==> src/include/arl_pkg.sv <==
// Purpose: Shared constants for the alarm and relay block
// Assumes: Readings and setpoints are unsigned fixed point, 1/10000 K LSB
// Notes:   Register map is a private word-aligned layout
package arl_pkg;

    localparam int unsigned DATA_W = 32;

    // ----------------------------------------------------------------
    // Register byte offsets
    // ----------------------------------------------------------------
    localparam logic [7:0] OFF_CTRL_A   = 8'h00;
    localparam logic [7:0] OFF_LOW_A    = 8'h04;
    localparam logic [7:0] OFF_HIGH_A   = 8'h08;
    localparam logic [7:0] OFF_DBAND_A  = 8'h0C;
    localparam logic [7:0] OFF_CTRL_B   = 8'h10;
    localparam logic [7:0] OFF_LOW_B    = 8'h14;
    localparam logic [7:0] OFF_HIGH_B   = 8'h18;
    localparam logic [7:0] OFF_DBAND_B  = 8'h1C;
    localparam logic [7:0] OFF_RELAY1   = 8'h20;
    localparam logic [7:0] OFF_RELAY2   = 8'h24;
    localparam logic [7:0] OFF_STATUS   = 8'h28;
    localparam logic [7:0] OFF_ARESET   = 8'h2C;
    localparam logic [7:0] OFF_READ_A   = 8'h30;
    localparam logic [7:0] OFF_READ_B   = 8'h34;
    localparam int unsigned CH_STRIDE   = 16;

    // ----------------------------------------------------------------
    // Input control fields
    // ----------------------------------------------------------------
    localparam int unsigned CTL_EN      = 0;
    localparam int unsigned CTL_VIS     = 1;
    localparam int unsigned CTL_AUD     = 2;
    localparam int unsigned CTL_LATCH   = 3;

    // Relay control fields
    localparam int unsigned RLY_MODE_LO = 0;
    localparam int unsigned RLY_SRC     = 2;
    localparam int unsigned RLY_FOL_LO  = 3;

    // Status fields: per input {high,low} at 2*i, indicator, beeper
    localparam int unsigned ST_IND      = 4;
    localparam int unsigned ST_FLASH    = 5;
    localparam int unsigned ST_BEEP     = 6;
    localparam int unsigned ST_RLY      = 8;

    typedef enum logic [1:0] {
        ARL_RLY_OFF,
        ARL_RLY_ON,
        ARL_RLY_ALARM
    } arl_rly_mode_t;

    typedef enum logic [1:0] {
        ARL_FOL_LOW,
        ARL_FOL_HIGH,
        ARL_FOL_BOTH
    } arl_follow_t;

    // ----------------------------------------------------------------
    // Reset values, 0.1 mK per LSB
    // ----------------------------------------------------------------
    localparam logic [31:0] RST_LOW     = 32'h0000_0000; // 0.0000 K
    localparam logic [31:0] RST_HIGH    = 32'h0098_9680; // 1000 K
    localparam logic [31:0] RST_DBAND   = 32'h0000_2710; // 1.0000 K
    localparam logic [3:0]  RST_CTRL    = 4'h6;          // vis, aud on

    // Flash half period of the indicator and display toggle
    localparam int unsigned CLK_HZ      = 25_000_000;
    localparam int unsigned FLASH_MS    = 500;
    localparam int unsigned FLASH_CYC   = CLK_HZ / 1000 * FLASH_MS;

endpackage : arl_pkg

==> src/hw/arl_alarm_relay.sv <==
// Purpose: Two-input alarm supervision with two relay drivers
// Assumes: Readings arrive on the hclk domain with a valid strobe
// Notes:   Registers over AHB-Lite, zero wait states
//
// Overview of operation
// - Enabled input: reading above high sets high
// - Enabled input: reading below low sets low
// - Reset: alarm off, low 0 K, high 1000 K
// - Indicator steady when enabled alarm is visible
// - Indicator flashes while visible alarm active
// - Displayed input alternates status and reading while its alarm is active
// - Audible active alarm drives the beeper
// - Reset: visible and audible both on
// - Latching holds alarm until alarm reset
// - Non-latching alarm tracks reading with hysteresis
// - Alarms release one dead band past setpoint
// - Reset: latching off, dead band 1 K
// - Two relays, each assignable to any input
// - Off mode keeps coil de-energized
// - On mode keeps coil energized
// - Alarm mode low follows low alarm
// - Alarm mode high follows high alarm
// - Alarm mode both follows either alarm
// - Reset: relays off, input A, both
module arl_alarm_relay
    import arl_pkg::*;
#(
    parameter int unsigned RD_W      = 32,
    parameter int unsigned FLASH_LEN = FLASH_CYC
) (
    input  wire logic              hclk,
    input  wire logic              hresetn,
    input  wire logic              hsel,
    input  wire logic [31:0]       haddr,
    input  wire logic [1:0]        htrans,
    input  wire logic              hwrite,
    input  wire logic [2:0]        hsize,
    input  wire logic [31:0]       hwdata,
    input  wire logic              hready,
    output logic      [31:0]       hrdata,
    output logic                   hreadyout,
    output logic                   hresp,
    input  wire logic [RD_W-1:0]   reading_a,
    input  wire logic [RD_W-1:0]   reading_b,
    input  wire logic [1:0]        reading_valid,
    input  wire logic              display_sel,
    output logic      [1:0]        relay_coil,
    output logic                   alarm_led,
    output logic                   beeper,
    output logic                   disp_show_status
);

    initial begin
        if (RD_W < 8 || RD_W > 32)
            $error("RD_W out of range");
        if (FLASH_LEN < 2)
            $error("FLASH_LEN too small");
    end

    // ----------------------------------------------------------------
    // AHB-Lite slave
    // ----------------------------------------------------------------
    logic        wr_pend_q;
    logic [7:0]  addr_q;
    logic        acc;

    assign acc = hsel && hready && htrans[1];

    always_ff @(posedge hclk or negedge hresetn) begin
        if (!hresetn) begin
            wr_pend_q <= 1'b0;
            addr_q    <= 8'h00;
        end else if (hready) begin
            wr_pend_q <= acc && hwrite;
            if (acc)
                addr_q <= haddr[7:0];
        end
    end

    always_ff @(posedge hclk or negedge hresetn) begin
        if (!hresetn) begin
            hreadyout <= 1'b1;
            hresp     <= 1'b0;
        end else begin
            hreadyout <= 1'b1;
            hresp     <= 1'b0;
        end
    end

    // ----------------------------------------------------------------
    // Configuration registers, one set per input
    // ----------------------------------------------------------------
    logic [3:0]       ctrl_q   [2];
    logic [RD_W-1:0]  low_q    [2];
    logic [RD_W-1:0]  high_q   [2];
    logic [RD_W-1:0]  dband_q  [2];
    logic [RD_W-1:0]  rd_q     [2];
    logic [1:0]       hi_q;
    logic [1:0]       lo_q;
    logic             areset;
    logic [RD_W-1:0]  rd_in    [2];

    assign rd_in[0] = reading_a;
    assign rd_in[1] = reading_b;
    // Confirmed alarm reset from the operator path
    assign areset = wr_pend_q && addr_q == OFF_ARESET && hwdata[0];

    genvar gi;
    generate
        for (gi = 0; gi < 2; gi++) begin : g_in
            localparam logic [7:0] BASE = 8'(gi * CH_STRIDE);
            logic     en, latch;
            logic     above, below, hi_rel, lo_rel;
            logic     hi_d, lo_d;

            assign en    = ctrl_q[gi][CTL_EN];
            assign latch = ctrl_q[gi][CTL_LATCH];

            always_ff @(posedge hclk or negedge hresetn) begin
                if (!hresetn) begin
                    ctrl_q[gi]  <= RST_CTRL;
                    low_q[gi]   <= RD_W'(RST_LOW);
                    high_q[gi]  <= RD_W'(RST_HIGH);
                    dband_q[gi] <= RD_W'(RST_DBAND);
                end else if (wr_pend_q) begin
                    if (addr_q == BASE + OFF_CTRL_A)
                        ctrl_q[gi] <= hwdata[3:0];
                    if (addr_q == BASE + OFF_LOW_A)
                        low_q[gi] <= hwdata[RD_W-1:0];
                    if (addr_q == BASE + OFF_HIGH_A)
                        high_q[gi] <= hwdata[RD_W-1:0];
                    if (addr_q == BASE + OFF_DBAND_A)
                        dband_q[gi] <= hwdata[RD_W-1:0];
                end
            end

            always_ff @(posedge hclk or negedge hresetn) begin
                if (!hresetn)
                    rd_q[gi] <= '0;
                else if (reading_valid[gi])
                    rd_q[gi] <= rd_in[gi];
            end

            // Compare against the incoming reading so the flag and the
            // relays move on the strobe edge itself
            assign above  = rd_in[gi] > high_q[gi];
            assign below  = rd_in[gi] < low_q[gi];
            // Release thresholds; widened one bit so no wrap at range ends
            assign hi_rel = ({1'b0, rd_in[gi]} + {1'b0, dband_q[gi]})
                            <= {1'b0, high_q[gi]};
            assign lo_rel = {1'b0, rd_in[gi]}
                            >= ({1'b0, low_q[gi]} + {1'b0, dband_q[gi]});

            always_comb begin
                hi_d = hi_q[gi];
                lo_d = lo_q[gi];
                if (reading_valid[gi]) begin
                    if (above)
                        hi_d = 1'b1;
                    else if (!latch && hi_rel)
                        hi_d = 1'b0;
                    if (below)
                        lo_d = 1'b1;
                    else if (!latch && lo_rel)
                        lo_d = 1'b0;
                end
                // Set beats the reset clear on the same edge
                if (areset && latch) begin
                    if (!(reading_valid[gi] && above))
                        hi_d = 1'b0;
                    if (!(reading_valid[gi] && below))
                        lo_d = 1'b0;
                end
                if (!en) begin
                    hi_d = 1'b0;
                    lo_d = 1'b0;
                end
            end

            always_ff @(posedge hclk or negedge hresetn) begin
                if (!hresetn) begin
                    hi_q[gi] <= 1'b0;
                    lo_q[gi] <= 1'b0;
                end else begin
                    hi_q[gi] <= hi_d;
                    lo_q[gi] <= lo_d;
                end
            end
        end
    endgenerate

    // ----------------------------------------------------------------
    // Relays
    // ----------------------------------------------------------------
    logic [1:0] rmode_q  [2];
    logic       rsrc_q   [2];
    logic [1:0] rfol_q   [2];
    logic [1:0] hi_nx;
    logic [1:0] lo_nx;

    // Next alarm state seen by the relays on the same edge
    assign hi_nx = {g_in[1].hi_d, g_in[0].hi_d};
    assign lo_nx = {g_in[1].lo_d, g_in[0].lo_d};

    genvar gr;
    generate
        for (gr = 0; gr < 2; gr++) begin : g_rly
            localparam logic [7:0] ROFF = 8'(OFF_RELAY1 + gr * 4);
            logic coil_d;

            always_ff @(posedge hclk or negedge hresetn) begin
                if (!hresetn) begin
                    rmode_q[gr] <= ARL_RLY_OFF;
                    rsrc_q[gr]  <= 1'b0;
                    rfol_q[gr]  <= ARL_FOL_BOTH;
                end else if (wr_pend_q && addr_q == ROFF) begin
                    rmode_q[gr] <= hwdata[RLY_MODE_LO +: 2];
                    rsrc_q[gr]  <= hwdata[RLY_SRC];
                    rfol_q[gr]  <= hwdata[RLY_FOL_LO +: 2];
                end
            end

            always_comb begin
                case (rmode_q[gr])
                    ARL_RLY_OFF:   coil_d = 1'b0;
                    ARL_RLY_ON:    coil_d = 1'b1;
                    ARL_RLY_ALARM: begin
                        case (rfol_q[gr])
                            ARL_FOL_LOW:
                                coil_d = lo_nx[rsrc_q[gr]];
                            ARL_FOL_HIGH:
                                coil_d = hi_nx[rsrc_q[gr]];
                            default:
                                coil_d = lo_nx[rsrc_q[gr]]
                                       | hi_nx[rsrc_q[gr]];
                        endcase
                    end
                    default:       coil_d = 1'b0;
                endcase
            end

            always_ff @(posedge hclk or negedge hresetn) begin
                if (!hresetn)
                    relay_coil[gr] <= 1'b0;
                else
                    relay_coil[gr] <= coil_d;
            end
        end
    endgenerate

    // ----------------------------------------------------------------
    // Indicator, beeper and display alternation
    // ----------------------------------------------------------------
    logic [31:0] flash_cnt_q;
    logic        flash_ph_q;
    logic [1:0]  act;
    logic        vis_en, vis_act, aud_act;

    assign act     = hi_q | lo_q;
    assign vis_en  = (ctrl_q[0][CTL_EN] && ctrl_q[0][CTL_VIS])
                   | (ctrl_q[1][CTL_EN] && ctrl_q[1][CTL_VIS]);
    assign vis_act = (act[0] && ctrl_q[0][CTL_VIS])
                   | (act[1] && ctrl_q[1][CTL_VIS]);
    assign aud_act = (act[0] && ctrl_q[0][CTL_AUD])
                   | (act[1] && ctrl_q[1][CTL_AUD]);

    // Free-running divider; phase shared by LED and display
    always_ff @(posedge hclk or negedge hresetn) begin
        if (!hresetn) begin
            flash_cnt_q <= '0;
            flash_ph_q  <= 1'b0;
        end else if (flash_cnt_q == FLASH_LEN - 1) begin
            flash_cnt_q <= '0;
            flash_ph_q  <= !flash_ph_q;
        end else begin
            flash_cnt_q <= flash_cnt_q + 32'h0000_0001;
        end
    end

    always_ff @(posedge hclk or negedge hresetn) begin
        if (!hresetn) begin
            alarm_led        <= 1'b0;
            beeper           <= 1'b0;
            disp_show_status <= 1'b0;
        end else begin
            if (vis_act)
                alarm_led <= flash_ph_q;
            else
                alarm_led <= vis_en;
            beeper           <= aud_act;
            disp_show_status <= act[display_sel] && flash_ph_q;
        end
    end

    // ----------------------------------------------------------------
    // Read mux
    // ----------------------------------------------------------------
    always_ff @(posedge hclk or negedge hresetn) begin
        if (!hresetn) begin
            hrdata <= 32'h0000_0000;
        end else if (acc && !hwrite) begin
            hrdata <= 32'h0000_0000;
            case (haddr[7:0])
                OFF_CTRL_A:  hrdata[3:0]      <= ctrl_q[0];
                OFF_LOW_A:   hrdata[RD_W-1:0] <= low_q[0];
                OFF_HIGH_A:  hrdata[RD_W-1:0] <= high_q[0];
                OFF_DBAND_A: hrdata[RD_W-1:0] <= dband_q[0];
                OFF_CTRL_B:  hrdata[3:0]      <= ctrl_q[1];
                OFF_LOW_B:   hrdata[RD_W-1:0] <= low_q[1];
                OFF_HIGH_B:  hrdata[RD_W-1:0] <= high_q[1];
                OFF_DBAND_B: hrdata[RD_W-1:0] <= dband_q[1];
                OFF_RELAY1:  hrdata[4:0] <= {rfol_q[0], rsrc_q[0],
                                             rmode_q[0]};
                OFF_RELAY2:  hrdata[4:0] <= {rfol_q[1], rsrc_q[1],
                                             rmode_q[1]};
                OFF_STATUS:  hrdata[9:0] <= {relay_coil, 1'b0, beeper,
                                             vis_act, alarm_led,
                                             hi_q[1], lo_q[1],
                                             hi_q[0], lo_q[0]};
                OFF_READ_A:  hrdata[RD_W-1:0] <= rd_q[0];
                OFF_READ_B:  hrdata[RD_W-1:0] <= rd_q[1];
                default:     hrdata <= 32'h0000_0000;
            endcase
        end
    end

endmodule : arl_alarm_relay

==> config.mk <==
export PLATFORM = sky130hd
export DESIGN_NAME = arl_alarm_relay
export DESIGN_NICKNAME = d
export VERILOG_FILES = /design/src/include/arl_pkg.sv /design/src/hw/arl_alarm_relay.sv
export SDC_FILE = /design/constraint.sdc
export NUM_CORES = 1
export LEC_CHECK = 0
export ABC_AREA = 1
export ABC_CLOCK_PERIOD_IN_PS = 7300
export BUFFER_PORTS_ARGS = -buffer_cell sky130_fd_sc_hd__buf_2
export CORE_MARGIN = 5
export CORE_UTILIZATION = 30
export CTS_BUF_LIST = sky130_fd_sc_hd__clkbuf_16
export DETAILED_ROUTE_END_ITERATION = 12
export PLACE_DENSITY = 0.48
export REMOVE_ABC_BUFFERS = 1
export SLEW_MARGIN = 5
export SYNTH_ARGS = -nofsm -noshare
export SYNTH_HDL_FRONTEND = slang
export SYNTH_SLANG_ARGS = --single-unit
==> constraint.sdc <==
create_clock -name hclk -period 7.3 [get_ports hclk]
set_clock_uncertainty 0.2 [all_clocks]
set_input_delay 1.095 -clock hclk [delete_from_list [all_inputs] [get_ports hclk]]
set_output_delay 1.095 -clock hclk [all_outputs]
set_load 0.01 [all_outputs]
* Word level (Yosys, flattened, before mapping)
Cells that the tools add are included.
Storage, ports and cells: register bits after elaboration 357, input port bits 141, output and inout port bits 39, logic and storage cells 167
Operators by class: bitwise logic cells 6, equal/unequal tests 29, multiplexer cells 44, magnitude comparators 11, add/subtract/negate cells 5, reductions and logical operators 42
Operators by type and width (count):
- 22-bit case mux with 8 select lines | 1
- 32-bit by 32-bit adder with 33-bit output | 4
- 32-bit by 33-bit greater-or-equal comparator with 1-bit output | 2
- 33-bit by 32-bit less-or-equal comparator with 1-bit output | 2
- 8-bit by 5-bit equality test with 1-bit output (second input constant) | 8
- 8-bit by 6-bit equality test with 1-bit output (second input constant) | 8
- 32-bit > comparator | 2
- 32-bit < comparator | 2
- 4-bit case mux with 13 select lines | 1
- 5-bit case mux with 9 select lines | 1
- 1-bit two-way mux | 35
- 32-bit by 1-bit adder with 32-bit output (second input constant) | 1
- 32-bit by 24-bit equality test with 1-bit output (second input constant) | 1
- 8-bit by 4-bit equality test with 1-bit output (second input constant) | 4
- 32-bit two-way mux | 1
- 1-bit logical AND | 25
- 2-bit AND reduction | 9
- 8-bit by 3-bit equality test with 1-bit output (second input constant) | 2
- 8-bit logical NOT | 2
- 1-bit case mux with 11 select lines | 1
- 2-bit by 1-bit equality test with 1-bit output (second input constant) | 4
- 1-bit case mux with 2 select lines | 4
- 1-bit by 2-bit < comparator with 1-bit output (second input constant) | 3
- 1-bit bitwise OR | 5
- other kinds (4) | 9

* Depth between registers and ports, before layout
depth after elaboration 14, depth in mapped cells 37, mapped depth without buffers 37

* Least setup slack after synthesis
No wires, ideal clock.
path type input to register, start input port reading_a[0], end register relay_coil[0], arrival 4.426 ns, data required time 6.980 ns, setup slack 2.554 ns, path buffers 0, stages 33, cells stage by stage ha_1 -> inv_1 -> fa_1 -> nand3b_1 -> nand2_1 -> a21oi_2 -> o21ai_2 -> a21oi_2 -> o21ai_2 -> a21oi_2 -> o21bai_1 -> a21boi_2 -> o21bai_2 -> a21oi_1 -> nand2_1 -> nand2_1 -> ha_1 -> nand2_1 -> inv_1 -> a221oi_1 -> nand2_1 -> nand2_1 -> nand2_1 -> nand2_1 -> nand2_1 -> nand2_1 -> nand2_1 -> nand2_1 -> a21oi_1 -> nand2_1 -> nand2_1 -> nand2_1 -> a21oi_1
On the way: cells in the longest elaborated chain, start to end 14
Ends and longest elaborated chain:
- start: declaration | RTL line arl_alarm_relay.sv:43 | input wire logic [RD_W-1:0] reading_a,
- 32-bit by 32-bit adder with 33-bit output | RTL line arl_alarm_relay.sv:149 | assign hi_rel = ({1'b0, rd_in[gi]} + {1'b0, dband_q[gi]})
- 33-bit by 32-bit less-or-equal comparator with 1-bit output | RTL line arl_alarm_relay.sv:150 | <= {1'b0, high_q[gi]};
- 1-bit logical AND | RTL line arl_alarm_relay.sv:160 | else if (!latch && hi_rel)
- 1-bit two-way mux | RTL line arl_alarm_relay.sv:160
- 1-bit two-way mux | RTL line arl_alarm_relay.sv:158 | if (above)
- 1-bit two-way mux | RTL line arl_alarm_relay.sv:157 | if (reading_valid[gi]) begin
- 1-bit two-way mux | RTL line arl_alarm_relay.sv:169 | if (!(reading_valid[gi] && above))
- 1-bit two-way mux | RTL line arl_alarm_relay.sv:168 | if (areset && latch) begin
- 1-bit two-way mux | RTL line arl_alarm_relay.sv:174 | if (!en) begin
- 1-bit two-way mux (implied by the code) (2 in series) | RTL line arl_alarm_relay.sv:232, arl_alarm_relay.sv:235
- 1-bit bitwise OR | RTL line arl_alarm_relay.sv:235 | | hi_nx[rsrc_q[gr]];
- 1-bit case mux with 2 select lines (*) | RTL line arl_alarm_relay.sv:228 | case (rfol_q[gr])
- 1-bit case mux with 2 select lines (*) | RTL line arl_alarm_relay.sv:224 | case (rmode_q[gr])
- net g_rly[0].coil_d | RTL line arl_alarm_relay.sv:209 | logic coil_d;
- end signal: indexed assignment | RTL line arl_alarm_relay.sv:246 | relay_coil[gr] <= coil_d;
- end: declaration | RTL line arl_alarm_relay.sv:47 | output logic [1:0] relay_coil,
Mark *: on every way through the listed nets, which the timed path passes. The rest lies on a longest branch. The select of a mux whose other input is x is not followed. A chain may end at the register's enable or synchronous reset.

* Worst setup path after layout
start register low_q[32] (netlist name), end register relay_coil[0]
On the way: cells in the longest elaborated chain, start to end 14
Ends and longest elaborated chain:
- start: declaration | RTL line arl_alarm_relay.sv:94 | logic [RD_W-1:0] low_q [2];
- start signal: indexed assignment | RTL line arl_alarm_relay.sv:122 | low_q[gi] <= RD_W'(RST_LOW);
- start signal: indexed assignment | RTL line arl_alarm_relay.sv:129 | low_q[gi] <= hwdata[RD_W-1:0];
- 32-bit by 32-bit adder with 33-bit output | RTL line arl_alarm_relay.sv:152 | >= ({1'b0, low_q[gi]} + {1'b0, dband_q[gi]});
- 32-bit by 33-bit greater-or-equal comparator with 1-bit output | RTL line arl_alarm_relay.sv:152
- 1-bit logical AND | RTL line arl_alarm_relay.sv:164 | else if (!latch && lo_rel)
- 1-bit two-way mux | RTL line arl_alarm_relay.sv:164
- 1-bit two-way mux | RTL line arl_alarm_relay.sv:162 | if (below)
- 1-bit two-way mux | RTL line arl_alarm_relay.sv:157
- 1-bit two-way mux | RTL line arl_alarm_relay.sv:171 | if (!(reading_valid[gi] && below))
- 1-bit two-way mux (*) | RTL line arl_alarm_relay.sv:168
- 1-bit two-way mux (*) | RTL line arl_alarm_relay.sv:174
- 1-bit two-way mux (implied by the code) (*) (2 in series) | RTL line arl_alarm_relay.sv:230, arl_alarm_relay.sv:234
- 1-bit bitwise OR | RTL line arl_alarm_relay.sv:235
- 1-bit case mux with 2 select lines (*) | RTL line arl_alarm_relay.sv:228
- 1-bit case mux with 2 select lines (*) | RTL line arl_alarm_relay.sv:224
- net g_rly[0].coil_d | RTL line arl_alarm_relay.sv:209
Marked as above.

==> impl_metrics.py <==
metrics = {
    "detailed_routing": {
        "drtIter0Drc": 1918,
        "drt_wl_total_um": 103000,
        "drcViolationCount": 0,
        "viasPerCell": 5.01,
        "first_pass_iters": 6,
        "wl_per_cell_um": 21.0,
        "vias": 24642,
        "final_antenna_net_count": 0,
    },
    "global_routing": {
        "grt_max_degree": 171,
        "grt_use_met2_pct": 34.2,
        "track_usage_pct": 20.6,
        "use_met1_pct": 28.0,
        "grt_overflow": 0,
        "antenna_found_initial": 6,
        "use_met3_pct": 3.57,
        "grt-busiest-layer": "met2",
        "grt_first_pass_wirelength_um": 154000,
        "grt_pass1_vias": 24037,
    },
    "critical_path": {
        "crit_type": "register to register",
        "crit_slowest_cell": "dfrtp_1",
        "arrival_ns": 5.81,
        "slowest_delay_ns": 0.43,
        "endpoint_kind": "register",
        "worst-path-max-fanout": 4,
        "cp_common_cell": "nand2_1",
        "cp-start-kind": "register",
        "crit_required_ns": 7.62,
    },
    "timing": {
        "max_clock_freq_mhz": 182,
        "worst_slew_pin_slew_ns": 1.34,
        "period_needed_ns": 5.48,
        "final-setup-viol-count": 0,
        "rsz0062_at_grt": "no",
        "drv_slew": 0,
        "maxSlewHeadroom_pct": 9.90,
        "post-route-period-util_pct": 75.1,
        "final_hold_viol_count": 0,
        "setup_tns_ns": 0,
        "fin_ws_ns": 1.82,
        "fin_hold_ws_ns": 0.270,
    },
    "min_path": {
        "min_path_type": "input port to asynchronous set/reset pin",
    },
    "placement": {
        "dp_slack_ns": 1.43,
        "port_buffers": 149,
        "dpl.hpwl_um": 82000,
        "gp_congestion": 0.920,
    },
    "floorplan": {
        "rows": 111,
        "io_pins": 180,
        "die_y_um": 313,
        "die_w_um": 313,
        "start_util_pct": 30.2,
        "dieArea_sq_um": 98200,
        "core_sq_um": 91500,
    },
    "cts": {
        "clk_latency_ns": 0.60,
        "clk_pin_slew_worst_paths_ns": 0.06,
        "cts_setup_buffers": 0,
        "hold_buffers": 0,
        "numCtsBuffers": 42,
        "htreeDepth": 2,
        "cts_root_buf": "clkbuf_16",
        "cts_tree": "yes",
        "ctsResizeCount": 0,
        "cts_sinks": 357,
        "ctsLongestPathBuffers": 3,
    },
    "power": {
        "clockPowerShare_pct": 30.3,
        "seq_power_share_pct": 36.1,
        "cell_internal_pwr_w": 0.00416,
        "cellPowerDensity_nw_per_um2": 216,
        "leakage_nw": 16.5,
        "swShare_pct": 38.0,
        "netSwitchingPower_w": 0.00256,
        "ir_drop_v": 0.000142,
        "pwr-share-comb_pct": 33.6,
    },
    "run_status": {
        "status": "completed",
    },
    "synth": {
        "synthXorXnorAreaFrac_pct": 4.15,
        "ys_seq_elements": 357,
        "synth_top_family_by_area": "compound AO/OA/AOI/OAI gates",
        "synth-adder-area-share_pct": 17.8,
        "synth_seq_area_share_pct": 32.5,
        "synth_compound_area_share_pct": 19.3,
        "synth_ff_type": "dfrtp_1",
        "async_reset_ff_share_pct": 100,
        "yosys.area.top_type": "dfrtp_1",
        "avgSynthCellArea_sq_um": 7.77,
        "ys_types": 65,
        "postSynthCellCount": 3555,
        "netlist_top_cells_area": "dfrtp_1, ha_1, nand2_1",
        "synth_common_cells": "nand2_1, inv_1, ha_1",
        "synth_top_area_share_pct": 29.4,
        "yosys.area_share.simple_pct": 17.2,
        "yosysWarnings": 0,
        "synth_edf_count": 0,
        "muxShareOfSynthArea_pct": 1.26,
        "yosysMostFrequentCell": "nand2_1",
        "netlist_area_sq_um": 27600,
    },
    "job": {
        "cap_violations": 0,
    },
    "final_layout": {
        "drive_above_1_share_pct": 9.80,
        "seq_area_sq_um": 8970,
        "fin_nets": 4224,
        "fill_cells": 9816,
        "syn_to_final_growth_pct": 12.4,
        "multi_input_area_sq_um": 16500,
    },
}
-- per-layer routing --
metal / wire, um / up-vias / part of all wire, %
met4: 2460 / 2 / 2.4
met3: 6230 / 112 / 6.0
li1: - / 12382 / -
met2: 47300 / 632 / 46
met5: 10 / - / 0.0097
met1: 47300 / 11514 / 46
-- worst paths after layout --
check,from,endpoint,slack [ns],depth (start not counted)
setup reg to reg,low_q[32]$_DFFE_PN0P_,relay_coil[0]$_DFF_PN0_,1.82,32
setup / recovery,low_q[32]$_DFFE_PN0P_,relay_coil[0]$_DFF_PN0_,1.82,32
max in group asynchronous,hresetn,ctrl_q[0]$_DFFE_PN0P_,5.10,2
min in group hclk,high_q[62]$_DFFE_PN0P_,high_q[62]$_DFFE_PN0P_,0.29,2
hold reg to reg,high_q[62]$_DFFE_PN0P_,high_q[62]$_DFFE_PN0P_,0.29,2
hold / removal,hresetn,low_q[58]$_DFFE_PN0P_,0.27,1
-- power by group through the flow --
stage / sequential (W) / clock (W) / combinational (W)
after floorplan: 0.00236 / 0 / 0.00156
after global placement: 0.00246 / 0 / 0.00222
after detailed placement: 0.00246 / 0 / 0.00224
after CTS: 0.00243 / 0.00209 / 0.00226
after global routing: 0.00245 / 0.00217 / 0.00260
final: 0.00243 / 0.00203 / 0.00226
-- cell families (layout without fill, tap and decap cells) --
group / count (synthesis) / after routing
and+or+nand+nor: 1150 / 1150
AOI/OAI and AO/OA: 926 / 926
buffers and inverters: 567 / 737
adders and majority gates: 391 / 391
DFF: 357 / 357
xor gates and xnor gates: 131 / 131
muxes: 31 / 31
other: 2 / 7
-- cell type report --
class                      instances  area share [%]
timing repair buffer             171            3.01
tap                             1186            4.78
inverter                         489            5.91
clock buffer                      42            3.38
sequential                       357            28.9
antenna                            5          0.0403
clock inverter                    35           0.725
multi-input combinational       2631            53.3
-- critical path, delay by kind of cell, from the launching register on --
family,cells,cell delay (ns)
AO/OA/AOI/OAI,12,2.32
AND/OR/NAND/NOR,16,1.34
adder cells (fa/ha/maj),3,0.93
flip-flops,1,0.43
XOR/XNOR,1,0.20
-- state kept, by name, indices dropped and copies added, names as in the netlist, 2 cells and up --
name,cells
addr_q,8
ctrl_q,8
dband_q,64
flash_cnt_q,32
hi_q,2
high_q,64
hrdata,32
lo_q,2
low_q,64
rd_q,64
relay_coil,2
rfol_q,4
rmode_q,4
rsrc_q,2
-- per-stage QoR --
| step | total power, W | util (%) | instances | cell area (sq um) |
|---|---|---|---|---|
| 3_5_place_dp | 0.00470 | 32.5 | 4834 | 29800 |
| 2_1_floorplan | 0.00393 | - | 3477 | 27300 |
| 3_3_place_gp | 0.00469 | 32.5 | 4834 | 29800 |
| 6_report | 0.00672 | 33.9 | 4916 | 31100 |
| 5_1_grt | 0.00722 | 33.9 | 4911 | 31000 |
| 4_1_cts | 0.00677 | 33.9 | 4911 | 31000 |
-- placed cells by master (no fill, tap or decap), types with 34 or more instances in the layout --
cell type / n
xor2_1: 75
o22ai_1: 65
xnor2_1: 56
a21oi_1: 284
nand2_1: 768
nand3_1: 72
clkbuf_16: 42
dfrtp_1: 325
nor2_1: 164
nand4_1: 34
nor3_1: 47
inv_1: 483
ha_1: 387
a221oi_1: 38
buf_2: 148
o21ai_0: 361
No activity file was read; power rests on OpenSTA's default activity.
